<file path="src/hdl/dla_pkg.sv">
// constants for the debug link auto-baud detector and generator
// assumes a single system clock; the debug serial line is open drain
//
// What this block does
// - host syncs with 80H, eight low bits
// - measure low period, load baud generator
// - detector and generator run on system clock
// - counter holds 512-cycle bit times
// - absolute limit is clock over four
// - nine low bit times is a break
// - framing error or collision sends four-character break
// - break resets baud logic, not control register
package dla_pkg;
  // --------------------------------------------------------------------
  // timing
  // --------------------------------------------------------------------
  localparam int SYNC_BITS      = 8;   // low bit times in 80H
  localparam int SYNC_SHIFT     = 3;   // divide by eight
  localparam int BREAK_BITS     = 9;   // low bit times that make a break
  localparam int MIN_DIV        = 4;   // fastest link: clock over four
  localparam int MAX_DIV        = 512; // slowest link: clock over 512
  localparam int CHAR_BITS      = 10;  // start, eight data, stop
  localparam int TX_BREAK_CHARS = 4;   // length of the answering break
  localparam int BYTE_W         = 8;
  localparam logic [7:0] SYNC_CHAR = 8'h80;

  // detector states, one-hot
  typedef enum logic [3:0] {
    DLA_IDLE  = 4'h1,
    DLA_MEAS  = 4'h2,
    DLA_SYNC  = 4'h4,
    DLA_BREAK = 4'h8
  } dla_state_e;
endpackage : dla_pkg
</file>
<file path="src/hdl/dla_autobaud.sv">
// auto-baud detector, bit-time generator and error break sender
// for the single-wire debug serial line of the debug unit
// assumes the line input is already synchronous to CLOCK
// assumes the pin is open drain with a pull-up outside the block
`timescale 1ns/1ps
module dla_autobaud
  import dla_pkg::*;
#(
  parameter int CW = 13 // measurement counter width
) (
  input  wire logic          CLOCK,
  input  wire logic          RSTN,
  input  wire logic          CE,
  input  wire logic          DEBUG_SERIAL_LINE_IN,
  output logic               DEBUG_SERIAL_LINE_OUT,
  output logic               DEBUG_SERIAL_LINE_OE,
  input  wire logic          FRAME_ERR,
  input  wire logic          TX_COLLIDE,
  output logic               SYNCED,
  output logic [CW-4:0]      BIT_PERIOD,
  output logic               BIT_TICK,
  output logic               LINK_RESET,
  output logic               CMD_ABORT
);
  // ------------------------------------------------------------------
  // elaboration checks
  // ------------------------------------------------------------------
  // counter must hold the slowest sync character and a whole break
  if ((1 << CW) <= MAX_DIV * BREAK_BITS + MAX_DIV) begin : g_cw_small
    $error("dla_autobaud: CW too small for slowest baud rate");
  end
  // period must at least hold the fastest legal bit time
  if (CW - SYNC_SHIFT < SYNC_SHIFT) begin : g_pw_small
    $error("dla_autobaud: CW too small for bit period");
  end

  localparam int PW = CW - SYNC_SHIFT;

  // ------------------------------------------------------------------
  // state and helpers
  // ------------------------------------------------------------------
  dla_state_e    state_r;
  logic [CW-1:0] meas_r;
  logic [PW-1:0] period_r;
  logic [CW-1:0] low_cnt_r;
  logic          line_prev_r;
  logic          brk_req_r;
  logic [5:0]    brk_bits_r;
  logic          tick;

  // a low run of nine bit times ends the link
  function automatic logic break_seen(input logic          line,
                                      input logic [CW-1:0] run_len,
                                      input logic [CW-1:0] limit);
    break_seen = !line && (run_len >= limit);
  endfunction : break_seen

  // history resets high, the idle level, so no false edge follows reset
  wire fall       = line_prev_r & ~DEBUG_SERIAL_LINE_IN;
  wire rise       = ~line_prev_r & DEBUG_SERIAL_LINE_IN;
  wire err_event  = (FRAME_ERR | TX_COLLIDE) & (state_r == DLA_SYNC);
  // nine bit times of low is eight-bit count times nine over eight
  wire [CW-1:0] brk_lim = CW'(period_r) * CW'(BREAK_BITS);
  wire          brk_hit = break_seen(DEBUG_SERIAL_LINE_IN, low_cnt_r, brk_lim);
  // the generator restarts on an error so the answering break is whole
  wire          gen_run = ((state_r == DLA_SYNC) && !err_event) || brk_req_r;

  // ------------------------------------------------------------------
  // line edge history
  // ------------------------------------------------------------------
  always_ff @(posedge CLOCK or negedge RSTN) begin
    if (!RSTN) line_prev_r <= 1'b1;
    else if (CE) line_prev_r <= DEBUG_SERIAL_LINE_IN;
  end

  // ------------------------------------------------------------------
  // detector state machine
  // ------------------------------------------------------------------
  // only a falling edge leaves idle; all else ignored
  always_ff @(posedge CLOCK or negedge RSTN) begin
    if (!RSTN) begin
      state_r  <= DLA_IDLE;
      meas_r   <= '0;
      period_r <= '0;
    end else if (CE) begin
      case (state_r)
        DLA_IDLE: begin
          // the falling-edge clock is already one low cycle
          if (fall) begin
            state_r <= DLA_MEAS;
            meas_r  <= CW'(1);
          end else begin
            meas_r  <= '0;
          end
        end
        DLA_MEAS: begin
          // count low time in system clocks
          if (rise) begin
            // too short to be legal at clock over four: drop it
            if (meas_r < CW'(MIN_DIV * SYNC_BITS)) begin
              state_r <= DLA_IDLE;
            end else if (meas_r > CW'(MAX_DIV * SYNC_BITS)) begin
              state_r <= DLA_IDLE;
            end else begin
              period_r <= meas_r[CW-1:SYNC_SHIFT];
              state_r  <= DLA_SYNC;
            end
          end else if (meas_r != '1) begin
            meas_r <= meas_r + CW'(1);
          end
        end
        DLA_SYNC: begin
          // break from host or local error drops sync
          if (err_event || brk_hit) begin
            state_r  <= DLA_BREAK;
          end
        end
        DLA_BREAK: begin
          // wait for our break to end and the line to rise
          if (!brk_req_r && DEBUG_SERIAL_LINE_IN) begin
            state_r  <= DLA_IDLE;
            period_r <= '0;
          end
        end
        default: state_r <= DLA_IDLE;
      endcase
    end
  end

  // ------------------------------------------------------------------
  // low run length while synchronised
  // ------------------------------------------------------------------
  // saturates rather than wraps so a very long break still counts
  always_ff @(posedge CLOCK or negedge RSTN) begin
    if (!RSTN) low_cnt_r <= '0;
    else if (CE) begin
      if (DEBUG_SERIAL_LINE_IN || state_r != DLA_SYNC) low_cnt_r <= '0;
      else if (low_cnt_r != '1) low_cnt_r <= low_cnt_r + CW'(1);
    end
  end

  // ------------------------------------------------------------------
  // answering break: four characters of low
  // ------------------------------------------------------------------
  // open drain lets this only lengthen a host break
  always_ff @(posedge CLOCK or negedge RSTN) begin
    if (!RSTN) begin
      brk_req_r  <= 1'b0;
      brk_bits_r <= '0;
    end else if (CE) begin
      if (err_event && !brk_req_r) begin
        brk_req_r  <= 1'b1;
        brk_bits_r <= 6'(TX_BREAK_CHARS * CHAR_BITS);
      end else if (brk_req_r && tick) begin
        if (brk_bits_r <= 6'd1) brk_req_r <= 1'b0;
        brk_bits_r <= brk_bits_r - 6'd1;
      end
    end
  end

  // ------------------------------------------------------------------
  // bit-time generator
  // ------------------------------------------------------------------
  // one period serves receive sampling and transmit timing
  dla_baud_gen #(.CW(PW)) u_gen (
    .clk    (CLOCK),
    .rst_n  (RSTN),
    .ce     (CE),
    .run    (gen_run),
    .period (period_r),
    .tick   (tick)
  );

  // ------------------------------------------------------------------
  // registered outputs
  // ------------------------------------------------------------------
  // never drives unless a break is owed after sync
  always_ff @(posedge CLOCK or negedge RSTN) begin
    if (!RSTN) begin
      DEBUG_SERIAL_LINE_OUT <= 1'b1;
      DEBUG_SERIAL_LINE_OE  <= 1'b0;
      SYNCED     <= 1'b0;
      BIT_PERIOD <= '0;
      BIT_TICK   <= 1'b0;
      LINK_RESET <= 1'b0;
      CMD_ABORT  <= 1'b0;
    end else if (CE) begin
      // open drain: data is always low, the enable does the work
      DEBUG_SERIAL_LINE_OUT <= 1'b0;
      DEBUG_SERIAL_LINE_OE  <= brk_req_r;
      SYNCED     <= (state_r == DLA_SYNC);
      BIT_PERIOD <= period_r;
      BIT_TICK   <= tick & (state_r == DLA_SYNC);
      LINK_RESET <= (state_r == DLA_SYNC) && (err_event || brk_hit);
      CMD_ABORT  <= err_event;
    end
  end
endmodule : dla_autobaud

</file>
<file path="src/hdl/dla_baud_gen.sv">
// baud tick generator: pulses once each programmed bit period
// assumes period is steady while run is high
`timescale 1ns/1ps
module dla_baud_gen #(
  parameter int CW = 13
) (
  input  wire logic          clk,
  input  wire logic          rst_n,
  input  wire logic          ce,
  input  wire logic          run,
  input  wire logic [CW-1:0] period,
  output logic               tick
);
  logic [CW-1:0] cnt_r;

  // ------------------------------------------------------------------
  // counter
  // ------------------------------------------------------------------
  // restarts on every idle so phase follows the caller
  always_ff @(posedge clk or negedge rst_n) begin
    if (!rst_n) begin
      cnt_r <= '0;
      tick  <= 1'b0;
    end else if (ce) begin
      tick <= 1'b0;
      if (!run) begin
        cnt_r <= '0;
      end else if (cnt_r + CW'(1) >= period) begin
        cnt_r <= '0;
        tick  <= 1'b1;
      end else begin
        cnt_r <= cnt_r + CW'(1);
      end
    end
  end
endmodule : dla_baud_gen

</file>
<file path="config.mk">
export PLATFORM = sky130hd
export DESIGN_NAME = dla_autobaud
export DESIGN_NICKNAME = d
export VERILOG_FILES = /design/src/hdl/dla_pkg.sv /design/src/hdl/dla_autobaud.sv /design/src/hdl/dla_baud_gen.sv
export SDC_FILE = /design/constraint.sdc
export NUM_CORES = 1
export LEC_CHECK = 0
export BUFFER_PORTS_ARGS = -buffer_cell sky130_fd_sc_hd__buf_2
export CORE_MARGIN = 3
export CORE_UTILIZATION = 48
export CTS_CLUSTER_DIAMETER = 150
export CTS_CLUSTER_SIZE = 12
export DETAILED_ROUTE_END_ITERATION = 10
export GPL_ROUTABILITY_DRIVEN = 0
export MAX_ROUTING_LAYER = met4
export PLACE_DENSITY = 0.71
export SLEW_MARGIN = 0
export SYNTH_ARGS = -nofsm -noshare
export SYNTH_HDL_FRONTEND = slang
export SYNTH_SLANG_ARGS = --single-unit
</file>
<file path="constraint.sdc">
create_clock -name CLOCK -period 3.4 [get_ports CLOCK]
set_clock_uncertainty 0.1 [all_clocks]
set_input_delay 0.85 -clock CLOCK [delete_from_list [all_inputs] [get_ports CLOCK]]
set_output_delay 0.85 -clock CLOCK [all_outputs]
set_load 0.05 [all_outputs]
</file>
==> flow_summary.json <==
{
  "status": "completed",
  "gr-total-overflow": 0,
  "root_buffer": "clkbuf_8",
  "ant_nets": 0,
  "worstMarginPinSlew_ns": 0.942,
  "crit_buf_inv": 1,
  "finalSetupViolations": 0,
  "die_h_um": 106,
  "drt-initial-drc-count": 188,
  "hold_end": "DEBUG_SERIAL_LINE_OUT",
  "netlist_instances": 505,
  "synth_edf_count": 0,
  "holdPathStages": 1,
  "worstReg2RegEnd": "state_r[2]",
  "end_kind": "register",
  "grt.total_usage_pct": 20.6,
  "final_max_slew_viol_count": 0,
  "maxCapViolCount": 0,
  "hold_viol_final": 0,
  "finalCritPeriodShare_pct": 95.1,
  "crit_start": "period_r[1]",
  "cts_made_buffers": 9,
  "wl_per_cell_um": 16.1,
  "clkTransAtPathRegs_ns": 0.08,
  "crit_arrival_ns": 3.36,
  "fin_setup_tns_ns": 0,
  "fin_nets": 584,
  "cp_slowest_cell": "dfrtp_1",
  "cts_tree": "built",
  "drive_gt1_share_pct": 15.6,
  "worstPathCellList": "ha_1, ha_2, inv_1, fa_2, nor2b_2, o21ai_2, a21oi_2, nor3_2, xor2_1, ha_1, nand2_1, nor2_2, nand4_1, o211a_1, or3_1",
  "clock.fmax_mhz": 309,
  "synth_warnings": 0,
  "grt_pass1_wl_mm": 18.2,
  "fillers": 841,
  "synth_seq_cells": 75,
  "dp_hpwl_mm": 7.88,
  "stdcell_area_um2": 5320,
  "die_area_um2": 11200,
  "cellPowerDensity_nw_per_um2": 681,
  "worstReg2RegStart": "period_r[1]",
  "area_delta_synth_final_pct": 11.1,
  "drc": 0,
  "fin_crit_ns": 3.23,
  "synth_ff_type": "dfrtp_1",
  "via_count": 3930,
  "fin_hold_ws_ns": 0.385,
  "rsz0062_at_grt": "yes",
  "syn_area_per_cell_um2": 9.47,
  "crit_path_max_incr_delay_ns": 0.39,
  "synthesis.area_um2": 4780,
  "rows": 35,
  "startpoint_type": "register",
  "synth.top_cell.area_share_pct": 37.7,
  "r2r_slack_ns": 0.17,
  "synth_nets": 555,
  "clk_latency_ns": 0.35,
  "synthMostInstantiatedCell": "dfrtp_1",
  "vdd_drop_max_mv": 0.437,
  "min_from": "DEBUG_SERIAL_LINE_OUT",
  "ys_async_sr_fraction_pct": 100,
  "clock-sinks": 75,
  "ys_types": 64,
  "hold_class": "register to register",
  "synthTopCellsByCount": "72 x dfrtp_1, 54 x nand2_1, 43 x ha_1, 33 x inv_1, 28 x o21ai_0",
  "ys_seq_area_share_pct": 39.3,
  "die_w_um": 106,
  "antenna_found_initial": 0,
  "rr_worst_depth": 15,
  "routed_via_density": 5.88,
  "cts_buffer_depth": 2,
  "htreeDepth": 3,
  "totalWireLength_mm": 10.7,
  "boundaryPins": 22,
  "first_pass_iters": 5,
  "post_cts_buffers": 0,
  "grt_pass1_vias": 3712,
  "critical_path_class": "register to register",
  "synth_area_leader_cell": "dfrtp_1",
  "cp_max_fo": 3,
  "antenna_cells": 0,
  "synth.area.top_cells": "dfrtp_1 38%, ha_1 11%, nand2_1 4.2%",
  "slew_headroom_pct": 37.2,
  "portBuffers": 21,
  "grt_max_degree": 76,
  "power.leakage_nw": 2.45,
  "coreArea_um2": 9460,
  "cpMostUsedCell": "ha_1",
  "start_util_pct": 50.6,
  "place_area_um2": 5070,
  "path_delay_family": "adder cells",
  "cp.required_ns": 3.53
}
## cell families (layout without fill, tap and decap cells)
| group | count (synthesis) | in the layout | share of synthesized area (%) |
|---|---|---|---|
| AOI/OAI and AO/OA | 111 | 111 | 15.7 |
| DFF | 75 | 75 | 39.3 |
| muxes | 26 | 26 | 5.86 |
| xor gates and xnor gates | 20 | 20 | 3.66 |
| adders and majority gates | 44 | 44 | 11.7 |
| and+or+nand+nor | 179 | 179 | 19.5 |
| buffers and inverters | 50 | 84 | 4.29 |
## worst max-delay path by stage
stage,slack [ns],end,cells after the start
global placement,0.05,state_r[2],15
floorplan,0.14,state_r[2],15
finish,0.17,state_r[2],15
CTS,0.01,state_r[2],15
detailed placement,-0.08,state_r[2],15
global route,-0.05,state_r[2],15
## where the power goes
group	switching, W	total [W]	internal [W]
Sequential	0.000120	0.00116	0.00104
Clock	0.000364	0.000731	0.000367
Combinational	0.00105	0.00174	0.000683
Total	0.00154	0.00362	0.00209
## layer usage
layer | routed length, um | vias up | share of wire, % | global-route usage [%]
met4 | 180 | 0 | 1.7 | 5.64
met2 | 5120 | 97 | 48 | 32.0
met3 | 486 | 14 | 4.5 | 3.31
met1 | 4960 | 1909 | 46 | 28.2
li1 | - | 1910 | - | -
met5 | 0 | - | 0 | -
## timing repair
action,in CTS,in global routing
setup endpoints to repair,1,7
pin swaps,1,15
hold buffers,0,0
resized for setup,3,7
## cell type report
class	instances	area (um2)	share of cell area [%]
multi-input cells	380	2730	51.3
inverters	33	124	2.33
well taps	129	161	3.04
clock inverters	6	71.3	1.34
clock buffers	10	138	2.59
repair buffers	35	213	4.00
flip-flops and latches	75	1880	35.4
## registers in the layout (all words and copies together), names as in the netlist, 4 cells and up
name,cells
meas_r,13
BIT_PERIOD,10
low_cnt_r,13
period_r,10
state_r,4
brk_bits_r,6
u_gen.cnt_r,10
## placed cells by master, fill, tap and decap left out, types with 15 or more instances in the layout
cell type	instances
o21ai_0	27
buf_4	15
buf_2	20
nand3_1	16
nand2_1	54
a21oi_1	17
nor2_1	24
ha_1	42
inv_1	33
dfrtp_1	72
## per-stage QoR
stage | util, % | std cells | total power [W] | worst slack (ns)
after floorplan | - | 505 | 0.00237 | 0.137
after global placement | 53.7 | 652 | 0.00278 | 0.0532
after detailed placement | 53.7 | 652 | 0.00285 | -0.0781
after CTS | 56.0 | 668 | 0.00360 | 0.00969
after global routing | 56.2 | 668 | 0.00391 | -0.0524
final | 56.2 | 668 | 0.00362 | 0.168
(Power assumes the default switching activity.)
